===== config.mk =====
export PLATFORM = sky130hd
export DESIGN_NAME = mirb_input_register_bank
export DESIGN_NICKNAME = d
export VERILOG_FILES = /design/src/mirb_pkg.sv /design/src/mirb_input_register_bank.sv
export SDC_FILE = /design/constraint.sdc
export NUM_CORES = 1
export LEC_CHECK = 0
export BUFFER_PORTS_ARGS = -buffer_cell sky130_fd_sc_hd__buf_2
export CAP_MARGIN = 20
export CORE_AREA = 2 2 93 95
export CTS_CLUSTER_SIZE = 8
export DETAILED_ROUTE_END_ITERATION = 10
export DIE_AREA = 0 0 95 97
export SYNTH_ARGS = -nofsm -noshare
export SYNTH_HDL_FRONTEND = slang
export SYNTH_SLANG_ARGS = --single-unit

===== constraint.sdc =====
create_clock -name clk -period 5.6 [get_ports clk]
set_clock_uncertainty 0.15 [all_clocks]
set_input_delay 1.12 -clock clk [delete_from_list [all_inputs] [get_ports clk]]
set_output_delay 1.12 -clock clk [all_outputs]
set_load 0.01 [all_outputs]

===== src/mirb_pkg.sv =====
// Constants and carrier types for the read-only input register bank.
// Assumes a Modbus framing layer outside that decodes requests per word.
package mirb_pkg;

  localparam int          MIRB_DATA_W        = 16;
  localparam int          MIRB_ADDR_W        = 16;

  // Function code on the request port and exception codes on the answer port
  localparam logic [7:0]  MIRB_FC_READ_INPUT = 8'h04;
  localparam logic [7:0]  MIRB_EXC_ILL_FUNC  = 8'h01;
  localparam logic [7:0]  MIRB_EXC_ILL_ADDR  = 8'h02;
  localparam logic [7:0]  MIRB_EXC_NONE      = 8'h00;

  // Map revision, hundredths: 1.08 reads as 108
  localparam logic [15:0] MIRB_REV_DEFAULT   = 16'h006C;
  localparam logic [15:0] MIRB_REV_LOWEST    = 16'h006C;

  // Register addresses
  localparam logic [15:0] MIRB_ADR_REVISION  = 16'h0000;
  localparam logic [15:0] MIRB_ADR_MONTH     = 16'h0001;
  localparam logic [15:0] MIRB_ADR_DAY       = 16'h0002;
  localparam logic [15:0] MIRB_ADR_YEAR      = 16'h0003;
  localparam logic [15:0] MIRB_ADR_HOUR      = 16'h0004;
  localparam logic [15:0] MIRB_ADR_MINUTE    = 16'h0005;
  localparam logic [15:0] MIRB_ADR_SECOND    = 16'h0006;
  localparam logic [15:0] MIRB_ADR_RSVD_A    = 16'h0007;
  localparam logic [15:0] MIRB_ADR_ANG_SCALE = 16'h0008;
  localparam logic [15:0] MIRB_ADR_ANG_BIN   = 16'h0009;
  localparam logic [15:0] MIRB_ADR_FLY_SPEED = 16'h000A;
  localparam logic [15:0] MIRB_ADR_CRK_SPEED = 16'h000B;
  localparam logic [15:0] MIRB_ADR_RSVD_B    = 16'h000C;
  localparam logic [15:0] MIRB_ADR_MOTOR     = 16'h000D;
  localparam logic [15:0] MIRB_ADR_CLUTCH    = 16'h000E;
  localparam logic [15:0] MIRB_ADR_GUARD     = 16'h000F;
  localparam logic [15:0] MIRB_ADR_AUX_SEL   = 16'h0010;
  localparam logic [15:0] MIRB_ADR_STROKE    = 16'h0011;
  localparam logic [15:0] MIRB_ADR_KEY_SW    = 16'h0012;
  localparam logic [15:0] MIRB_ADR_LAST      = 16'h0012;

  // Field layout and values
  localparam logic [15:0] MIRB_ANG_BIN_MASK  = 16'hFFFC;
  localparam logic [15:0] MIRB_FLAG_ON       = 16'h0001;
  localparam logic [15:0] MIRB_ZERO          = 16'h0000;
  localparam logic [4:0]  MIRB_STROKE_MAX    = 5'h13;

  // Reset values of the answer port
  localparam logic [15:0] MIRB_RST_DATA      = 16'h0000;

  typedef struct packed {
    logic [15:0] month;
    logic [15:0] day;
    logic [15:0] year;
    logic [15:0] hour;
    logic [15:0] minute;
    logic [15:0] second;
  } mirb_rtc_type;

  typedef struct packed {
    logic [15:0] angle_scaled;
    logic [15:0] angle_binary;
    logic [15:0] flywheel_rpm;
    logic [15:0] crankshaft_rpm;
    logic        motor_running;
    logic        clutch_engaged;
    logic        guard_control;
    logic [15:0] aux_selector;
    logic [4:0]  stroking_mode;
    logic        mode_key_switch;
  } mirb_press_type;

  typedef struct packed {
    logic        valid;
    logic [7:0]  func;
    logic [15:0] addr;
  } mirb_req_type;

  typedef struct packed {
    logic        valid;
    logic        exception;
    logic [7:0]  exc_code;
    logic [15:0] data;
  } mirb_rsp_type;

endpackage : mirb_pkg

===== src/mirb_input_register_bank.sv =====
// Read-only input register bank answering one register read per request.
// Assumes the framing layer splits multi-register reads into single words
// and forms exception frames from the exception code it is handed.
`timescale 1ns/1ns

// Behaviour
// [RL1] Bank is read-only; only function 0x04 reads, returning 16-bit words.
// [RL2] Address 0 returns the implemented register map revision.
// [RL3] Revision value is raised whenever parameters are added to the map.
// [RL4] Lowest revision reported is 1.08, encoded as 108.
// [RL5] Addresses 1 to 6 return month, day, year, hour, minute, second.
// [RL6] Address 8 returns crank angle in degrees times 100.
// [RL7] Address 9 returns binary resolver angle, two low bits zero.
// [RL8] Address 10 returns flywheel speed in RPM, where available.
// [RL9] Address 11 returns crankshaft speed in RPM.
// [RL10] Address 13 is non-zero while the motor runs, else zero.
// [RL11] Address 14 is non-zero while the clutch is engaged, else zero.
// [RL12] Address 15 returns 1 when guard control engaged, 0 when not.
// [RL13] Address 16 returns auxiliary message selector from parallel port.
// [RL14] Address 17 returns stroking mode code 0 to 19.
// [RL15] Address 18 is non-zero when key switch is in mode select.
// [RL16] Reserved addresses 7 and 12 read zero without exception.
module mirb_input_register_bank
  import mirb_pkg::*;
#(
  parameter logic [15:0] MAP_REVISION = MIRB_REV_DEFAULT
) (
  input  wire logic           clk,
  input  wire logic           rst_n,
  input  wire mirb_req_type   req,
  input  wire mirb_rtc_type   rtc,
  input  wire mirb_press_type press,
  output mirb_rsp_type        rsp
);

  // [RL4] Revision floor
  // Elaboration refuses a map revision older than the first one shipped.
  if (MAP_REVISION < MIRB_REV_LOWEST) begin : g_rev_check
    $error("map revision below lowest supported value");
  end

  // Answer fields, one flop each; the port is their concatenation
  logic         valid_ff;
  logic         exception_ff;
  logic [7:0]   exc_code_ff;
  logic [15:0]  data_ff;

  // Next values of the answer fields
  logic         nxt_valid;
  logic         nxt_exception;
  logic [7:0]   nxt_exc_code;
  logic [15:0]  nxt_data;

  // Decode of the request now on the port
  logic         func_ok;
  logic         addr_ok;
  logic         rtc_hit;
  logic [15:0]  rtc_word;
  logic [15:0]  press_word;
  logic [15:0]  read_word;

  // Map end must cover the last register the decode serves
  if (MIRB_ADR_LAST < MIRB_ADR_KEY_SW) begin : g_map_check
    $error("map end below last register");
  end

  // The data field of the answer port is one 16-bit word
  if (MIRB_DATA_W != 16) begin : g_word_check
    $error("word width must be 16");
  end

  // Addresses arrive as whole 16-bit words from the framing layer
  if (MIRB_ADDR_W != 16) begin : g_addr_check
    $error("address width must be 16");
  end

  // Flags would read the same either way if these collided
  if (MIRB_FLAG_ON == MIRB_ZERO) begin : g_flag_check
    $error("flag encodings collide");
  end

  // Resolver mask must clear the two low bits
  if (MIRB_ANG_BIN_MASK[1:0] != 2'h0) begin : g_mask_check
    $error("resolver mask keeps low bits");
  end

  // Flags widen to a whole word: true reads 1, false reads 0
  function automatic logic [15:0] mirb_flag(input logic level);
    mirb_flag = level ? MIRB_FLAG_ON : MIRB_ZERO;
  endfunction : mirb_flag

  // [RL1] Function filter
  // Only the input read code is served; nothing here is writable
  function automatic logic mirb_func_ok(input logic [7:0] func);
    mirb_func_ok = (func == MIRB_FC_READ_INPUT);
  endfunction : mirb_func_ok

  // Address range of the bank; the framing layer never offsets it
  function automatic logic mirb_addr_ok(input logic [15:0] addr);
    mirb_addr_ok = (addr <= MIRB_ADR_LAST);
  endfunction : mirb_addr_ok

  // Clock fields occupy one contiguous run of addresses
  function automatic logic mirb_is_rtc(input logic [15:0] addr);
    mirb_is_rtc = (addr >= MIRB_ADR_MONTH) && (addr <= MIRB_ADR_SECOND);
  endfunction : mirb_is_rtc

  // [RL14] Stroking mode widening
  // Codes above the range pass unchanged; the source owns validity
  function automatic logic [15:0] mirb_mode_word(input logic [4:0] mode);
    mirb_mode_word = {11'h000, mode};
  endfunction : mirb_mode_word

  // A bad function outranks a bad address
  function automatic logic [7:0] mirb_refusal(
    input logic fn_ok,
    input logic ad_ok
  );
    mirb_refusal = MIRB_EXC_NONE;
    case ({fn_ok, ad_ok})
      2'h3: begin
        mirb_refusal = MIRB_EXC_NONE;
      end
      2'h2: begin
        mirb_refusal = MIRB_EXC_ILL_ADDR;
      end
      default: begin
        mirb_refusal = MIRB_EXC_ILL_FUNC;
      end
    endcase
  endfunction : mirb_refusal

  // [RL5] Clock fields
  function automatic logic [15:0] mirb_rtc_word(
    input mirb_rtc_type time_in,
    input logic [15:0]  addr
  );
    mirb_rtc_word = MIRB_ZERO;
    case (addr)
      MIRB_ADR_MONTH: begin
        mirb_rtc_word = time_in.month;
      end

      MIRB_ADR_DAY: begin
        mirb_rtc_word = time_in.day;
      end

      MIRB_ADR_YEAR: begin
        mirb_rtc_word = time_in.year;
      end

      MIRB_ADR_HOUR: begin
        mirb_rtc_word = time_in.hour;
      end

      MIRB_ADR_MINUTE: begin
        mirb_rtc_word = time_in.minute;
      end

      MIRB_ADR_SECOND: begin
        mirb_rtc_word = time_in.second;
      end

      default: begin
        mirb_rtc_word = MIRB_ZERO;
      end
    endcase
  endfunction : mirb_rtc_word

  // Machine words; reserved slots read zero
  function automatic logic [15:0] mirb_press_word(
    input mirb_press_type p,
    input logic [15:0]    addr
  );
    mirb_press_word = MIRB_ZERO;
    case (addr)
      // [RL16] Reserved reads zero
      MIRB_ADR_RSVD_A: begin
        mirb_press_word = MIRB_ZERO;
      end

      // [RL6] Scaled angle
      MIRB_ADR_ANG_SCALE: begin
        mirb_press_word = p.angle_scaled;
      end

      // [RL7] Resolver angle masked
      // Low bits forced clear so a finer resolver never leaks noise
      MIRB_ADR_ANG_BIN: begin
        mirb_press_word = p.angle_binary & MIRB_ANG_BIN_MASK;
      end

      // [RL8] Flywheel speed
      // Reads zero on systems without a drive speed source
      MIRB_ADR_FLY_SPEED: begin
        mirb_press_word = p.flywheel_rpm;
      end

      // [RL9] Crankshaft speed
      MIRB_ADR_CRK_SPEED: begin
        mirb_press_word = p.crankshaft_rpm;
      end

      // [RL16] Reserved reads zero
      MIRB_ADR_RSVD_B: begin
        mirb_press_word = MIRB_ZERO;
      end

      // [RL10] Motor flag
      MIRB_ADR_MOTOR: begin
        mirb_press_word = mirb_flag(p.motor_running);
      end

      // [RL11] Clutch flag
      MIRB_ADR_CLUTCH: begin
        mirb_press_word = mirb_flag(p.clutch_engaged);
      end

      // [RL12] Guard state
      MIRB_ADR_GUARD: begin
        mirb_press_word = mirb_flag(p.guard_control);
      end

      // [RL13] Selector passthrough
      MIRB_ADR_AUX_SEL: begin
        mirb_press_word = p.aux_selector;
      end

      // [RL14] Stroking mode
      MIRB_ADR_STROKE: begin
        mirb_press_word = mirb_mode_word(p.stroking_mode);
      end

      // [RL15] Key switch
      MIRB_ADR_KEY_SW: begin
        mirb_press_word = mirb_flag(p.mode_key_switch);
      end

      default: begin
        mirb_press_word = MIRB_ZERO;
      end
    endcase
  endfunction : mirb_press_word

  // Address decode of the live inputs; each read sees current values
  always_comb begin
    func_ok = mirb_func_ok(req.func);
  end

  always_comb begin
    addr_ok = mirb_addr_ok(req.addr);
  end

  always_comb begin
    rtc_hit = mirb_is_rtc(req.addr);
  end

  // Both word sources decode in parallel; the address picks one
  always_comb begin
    rtc_word = mirb_rtc_word(rtc, req.addr);
  end

  always_comb begin
    press_word = mirb_press_word(press, req.addr);
  end

  // [RL2] Revision readout
  // [RL3] Raised via parameter
  always_comb begin
    read_word = press_word;
    if (req.addr == MIRB_ADR_REVISION) begin
      read_word = MAP_REVISION;
    end else if (rtc_hit) begin
      read_word = rtc_word;
    end
  end

  // Every request is answered on the next edge; there is no busy state
  always_comb begin
    nxt_valid = req.valid;
  end

  // Refused when either the function or the address is out of reach
  always_comb begin
    nxt_exception = 1'b0;
    if (req.valid) begin
      nxt_exception = !func_ok || !addr_ok;
    end
  end

  // [RL1] Refusal codes
  always_comb begin
    nxt_exc_code = MIRB_EXC_NONE;
    if (req.valid) begin
      nxt_exc_code = mirb_refusal(func_ok, addr_ok);
    end
  end

  // Data stays zero on a refusal or with no request, so idle reads clean
  always_comb begin
    nxt_data = MIRB_RST_DATA;
    if (req.valid && func_ok && addr_ok) begin
      nxt_data = read_word;
    end
  end

  // Answer strobe, one cycle per request
  always_ff @(posedge clk) begin
    if (!rst_n) begin
      valid_ff <= 1'b0;
    end else begin
      valid_ff <= nxt_valid;
    end
  end

  // Refusal marker
  always_ff @(posedge clk) begin
    if (!rst_n) begin
      exception_ff <= 1'b0;
    end else begin
      exception_ff <= nxt_exception;
    end
  end

  // Refusal code
  always_ff @(posedge clk) begin
    if (!rst_n) begin
      exc_code_ff <= MIRB_EXC_NONE;
    end else begin
      exc_code_ff <= nxt_exc_code;
    end
  end

  // Register word
  always_ff @(posedge clk) begin
    if (!rst_n) begin
      data_ff <= MIRB_RST_DATA;
    end else begin
      data_ff <= nxt_data;
    end
  end

  // Port fields come straight from their flops
  assign rsp = '{valid_ff, exception_ff, exc_code_ff, data_ff};

endmodule : mirb_input_register_bank


==> qor.csv, run 1 <==
metric;value;unit
DRC;0;
Worst Hold Class;input pin to register;
Post-DRT Antenna Nets;0;
vias in the first global route;3103;
Avg Cell Area, Syn;8.21;um^2
#FFs+latches synth;20;
Remaining Overflow, GRT;0;
Area Growth Syn to Fin;61.0;%
final period utilization;0.715;
# hold bufs at CTS;0;
Final GP Congestion;0.876;
Worst Setup End Kind;register;
most frequent cell after synthesis;a22oi_1;
CTS tree;done;
crit path time final;4000;ps
f_max;250;MHz
max_cap viols;0;
Synth async-reset ratio;0;
Top FF cell, synth;dfxtp_1;
die width;95;um
area of the core;0.00813;mm^2
antenna violations before repair;2;
kind of critical path;input pin to register;
Clock power frac;0.275;
Die H;97;um
number of setup buffers added after CTS;0;
startpoint types;input pin;
post-synthesis cell type count;50;
H-tree Lvls;1;
post_cts resized;0;
Synth warnings;0;
peak supply drop;0.0551;mV
layout cells sized above 1;0.555;
Psw;0.0954;mW
Slew Limit Fails;0;
global-route wire length before repair;16700;um
largest net degree at the start of global routing;19;
Fill cells;872;
io pins;238;
endpoints failing setup;0;
Starting Density;0.258;
Inserted Clock Buffers;3;
CTS root buffer;clkbuf_8;
DR WL/cell;20.3;um
Synth area leader;dfxtp_1;
Cells after Synth;256;
via count;3191;
dpl hpwl;9420;um
run status;complete, no violations;
Rel. slew slack;0.271;
register area share after synthesis;0.190;
EDFF count, synth;0;
Iter 0 DRT Violations;221;
CTS max path bufs;2;
Final TNS setup;0;ps
# clock sinks;20;
Area contributors post-synth;dfxtp_1 19%, a22oi_1 9.6%, a222oi_1 9.5%;
mapped cell area;0.00210;mm^2
Crit path required time;5650;ps
RSZ-0062 raised after global routing;no;
Final Hold Viols;0;
Commonest cells post-synth;27 x a22oi_1, 20 x a222oi_1, 20 x dfxtp_1;
Sw Share;0.275;
drt total wl;11800;um
share of the synthesized area in the top cell type;0.190;
DRT Pass-1 Iters;7;
crit path max fanout;17;
clk slew on worst S/H paths;70;ps
Pleak;1.61;nW
P per Cell Area;103;mW/mm^2
die footprint;0.00922;mm^2
vias per std cell;5.51;
total global routing track utilization;0.238;
Internal;0.252;mW
worst hold slack;986;ps
combinational power share;0.312;
sequential group share of total power;0.413;
Rows;33;
slew at the pin closest to its max-slew limit;1090;ps
Port Buffer Count;229;
Crit path arrival time;4060;ps
nets;686;
-- final cells by class --
type	instances	area [um^2]	share of cell area
Clock buffer	3	41.3	0.0122
Inverter	6	22.5	0.00666
Antenna cell	2	5.00	0.00148
Sequential cell	20	400	0.118
Timing Repair Buffer	235	1190	0.352
Multi-Input combinational cell	208	1590	0.470
Tap cell	105	131	0.0388
-- power by group through the flow --
stage / registers, mW / clock network [mW] / logic, mW
floorplan: 0.147 / 0 / 0.0300
global placement: 0.147 / 0 / 0.106
detailed placement: 0.147 / 0 / 0.108
CTS: 0.143 / 0.101 / 0.108
global route: 0.144 / 0.106 / 0.118
finish: 0.143 / 0.0953 / 0.108
-- placed cells by master, fill, tap and decap left out, types with 7 or more instances in the layout --
cell and count:
a22o_1 14, and3_1 10, nand2_1 17, buf_2 229, dfxtp_1 20, a21oi_1 17
a221oi_1 10, a22oi_1 27, nor2_1 14, nor4_4 7, a222oi_1 20
-- per-layer routing --
layer,wire length [um],global-route usage,up-vias,part of all wire
met5,0,0,-,0
met4,260,0.0792,0,0.022
met3,907,0.0366,18,0.077
met2,5820,0.417,193,0.50
met1,4770,0.292,1482,0.41
li1,-,-,1498,-
-- cells by family (layout without fill, tap and decap cells) --
group,count (synthesis),after routing,synth area share
AOI/OAI and AO/OA,105,105,0.401
muxes,4,4,0.0196
buffers and inverters,33,244,0.0863
and+or+nand+nor,93,93,0.301
DFF,20,20,0.190
other,1,8,0.00178
-- path summary, 6_finish.rpt --
check | from | to | slack, ps | depth (start not counted)
min | press[73] | data_ff[0]$_SDFF_PP0_ | 990 | 3
max | req[11] | data_ff[8]$_SDFF_PP0_ | 1600 | 7
-- flip-flops by register name, summed over array words and instances, names as in the netlist --
signal        flops
valid_ff          1
data_ff          16
exception_ff      1
exc_code_ff       2
-- worst max-delay path: stages --
cell and delay [ps]:
buf_2 90, or4_1 1000, or2_0 560, a2111oi_4 480, nand2_1 280, a21oi_2 310, a22o_1 200
-- metrics by stage --
step                      instance area (um^2)  std cells  setup slack, ps  power, mW   util
after floorplan                           2120        261             2320      0.177      -
after global placement                    3340        574             1390      0.252  0.410
after detailed placement                  3340        574             1360      0.255  0.410
after CTS                                 3380        577             1620      0.353  0.415
after global routing                      3380        579             1460      0.368  0.416
final                                     3380        579             1600      0.347  0.416
No activity file was read; power rests on OpenSTA's default activity.
==> inputs of run 2 (changes only) <==
==> constraint.sdc (replaced) <==
create_clock -name clk -period 3.8 [get_ports clk]
set_clock_uncertainty 0.15 [all_clocks]
set_input_delay 0.76 -clock clk [delete_from_list [all_inputs] [get_ports clk]]
set_output_delay 0.76 -clock clk [all_outputs]
set_load 0.01 [all_outputs]
==> qor.csv, run 2 (same netlist as run 1, synthesis figures left out) <==
metric;value;unit;change
run status;complete, no violations;;
clk slew on worst S/H paths;80;ps;about the same
H-tree Lvls;1;;unchanged
largest registers;data_ff (16), exc_code_ff (2);;
layout cells sized above 1;0.568;;+0.0128
f_max;321;MHz;
antenna violations before repair;0;;-2
Seq. cell area;400;um^2;unchanged
nets;700;;+2.0%
crit-path leading delay family;simple AND/OR/NAND/NOR gates;;
Inserted Clock Buffers;3;;unchanged
final period utilization;0.820;;
post_cts resized;0;;unchanged
startpoint types;input pin;;
area of the core;0.00813;mm^2;unchanged
endpoints failing setup;0;;unchanged
crit path cell chain;buf_2, or4_1, or2_0, a2111oi_4, nand3_1, a21oi_1;;
Rel. slew slack;0.631;;+0.359
vias in the first global route;3163;;+1.9%
number of diodes;0;;-2
vias per std cell;5.57;;+1.0%
Starting Density;0.258;;unchanged
Iter 0 DRT Violations;182;;-18%
global-route wire length before repair;17000;um;+2.0%
Worst Hold Class;input pin to register;;
Largest Register;data_ff;;
slew at the pin closest to its max-slew limit;551;ps;-542 ps
DRT Pass-1 Iters;6;;-1
DR WL/cell;19.6;um;-3.7%
Remaining Overflow, GRT;0;;unchanged
Final Util;0.428;;+0.0123
most common cell after layout, fill and taps aside;buf_2;;
Die H;97;um;unchanged
Rows;33;;unchanged
kind of critical path;input pin to register;;
commonest cells after routing, fill and taps aside;229 x buf_2, 27 x a22oi_1, 20 x a222oi_1, 20 x dfxtp_1, 20 x buf_4;;
# clock sinks;20;;unchanged
Final TNS setup;0;ps;unchanged
peak supply drop;0.0687;mV;+25%
Worst Setup End Kind;register;;
largest net degree at the start of global routing;19;;unchanged
crit path time final;3110;ps;
max incr delay on CP;680;ps;-320 ps
via count;3291;;+3.1%
die footprint;0.00922;mm^2;unchanged
# hold bufs at CTS;0;;unchanged
slowest CP cell;or4_1;;
Area Growth Syn to Fin;65.7;%;
DRC;0;;unchanged
number of flip-flops in the largest register;16;;unchanged
io pins;238;;unchanged
Crit path required time;3830;ps;-1820 ps
CTS root buffer;clkbuf_8;;
crit path max fanout;8;;-9
RSZ-0062 raised after global routing;no;;
dpl hpwl;9420;um;about the same
Port Buffer Count;229;;unchanged
buffers plus inverters on the worst setup path;1;;unchanged
drt total wl;11600;um;-1.7%
multi-input combinational cell area;0.00159;mm^2;unchanged
max_cap viols;0;;unchanged
Crit path arrival time;3140;ps;-920 ps
Pleak;1.68;nW;+4.6%
CTS max path bufs;2;;unchanged
Final Hold Viols;0;;unchanged
number of setup buffers added after CTS;0;;unchanged
die width;95;um;unchanged
Fill cells;877;;+0.57%
Post-DRT Antenna Nets;0;;unchanged
CTS tree;done;;
Final GP Congestion;0.848;;-3.2%
total global routing track utilization;0.240;;+0.00155
Slew Limit Fails;0;;unchanged
P per Cell Area;148;mW/mm^2;+44%
[run 2: cell types whose count changed in the layout (fill, tap and decap cells not counted), sizes merged]
cell	delta
buf	+14
diode	-2
[run 2: path summary, 6_finish.rpt]
path      start                    end  slack, ps  cells after the start
max     req[11]  data_ff[9]$_SDFF_PP0_        690                      6
min   press[73]  data_ff[0]$_SDFF_PP0_        630                      3
[run 2: final cells by class]
| cell class | instances | area share |
|---|---|---|
| Tap cell | 105 | 0.0377 |
| Multi-Input combinational cell | 208 | 0.457 |
| Sequential cell | 20 | 0.115 |
| Clock buffer | 3 | 0.0119 |
| Inverter | 6 | 0.00647 |
| Timing Repair Buffer | 249 | 0.372 |
[run 2: power by group]
part | leakage (nW) | internal (mW) | switching (mW)
combinational | 1.50 | 0.0897 | 0.0708
sequential | 0.162 | 0.211 | 0.000546
clock | 0.0216 | 0.0706 | 0.0726
total | 1.68 | 0.371 | 0.144
[run 2: through the flow]
step / cell area, um^2 / cells / hold WS, ps / setup WS [ps] / power [mW]
floorplan: 2120 / 261 / 783 / 877 / 0.261
global placement: 3440 / 588 / 884 / 490 / 0.373
detailed placement: 3440 / 588 / 898 / 402 / 0.376
CTS: 3480 / 591 / 628 / 663 / 0.518
global route: 3480 / 591 / 640 / 519 / 0.544
finish: 3480 / 591 / 630 / 685 / 0.515
[run 2: per-layer routing]
| metal | global-route usage | part of all wire |
|---|---|---|
| met4 | 0.0468 | 0.0087 |
| met1 | 0.313 | 0.41 |
| met2 | 0.422 | 0.50 |
| met3 | 0.0257 | 0.085 |
| met5 | 0 | 0 |
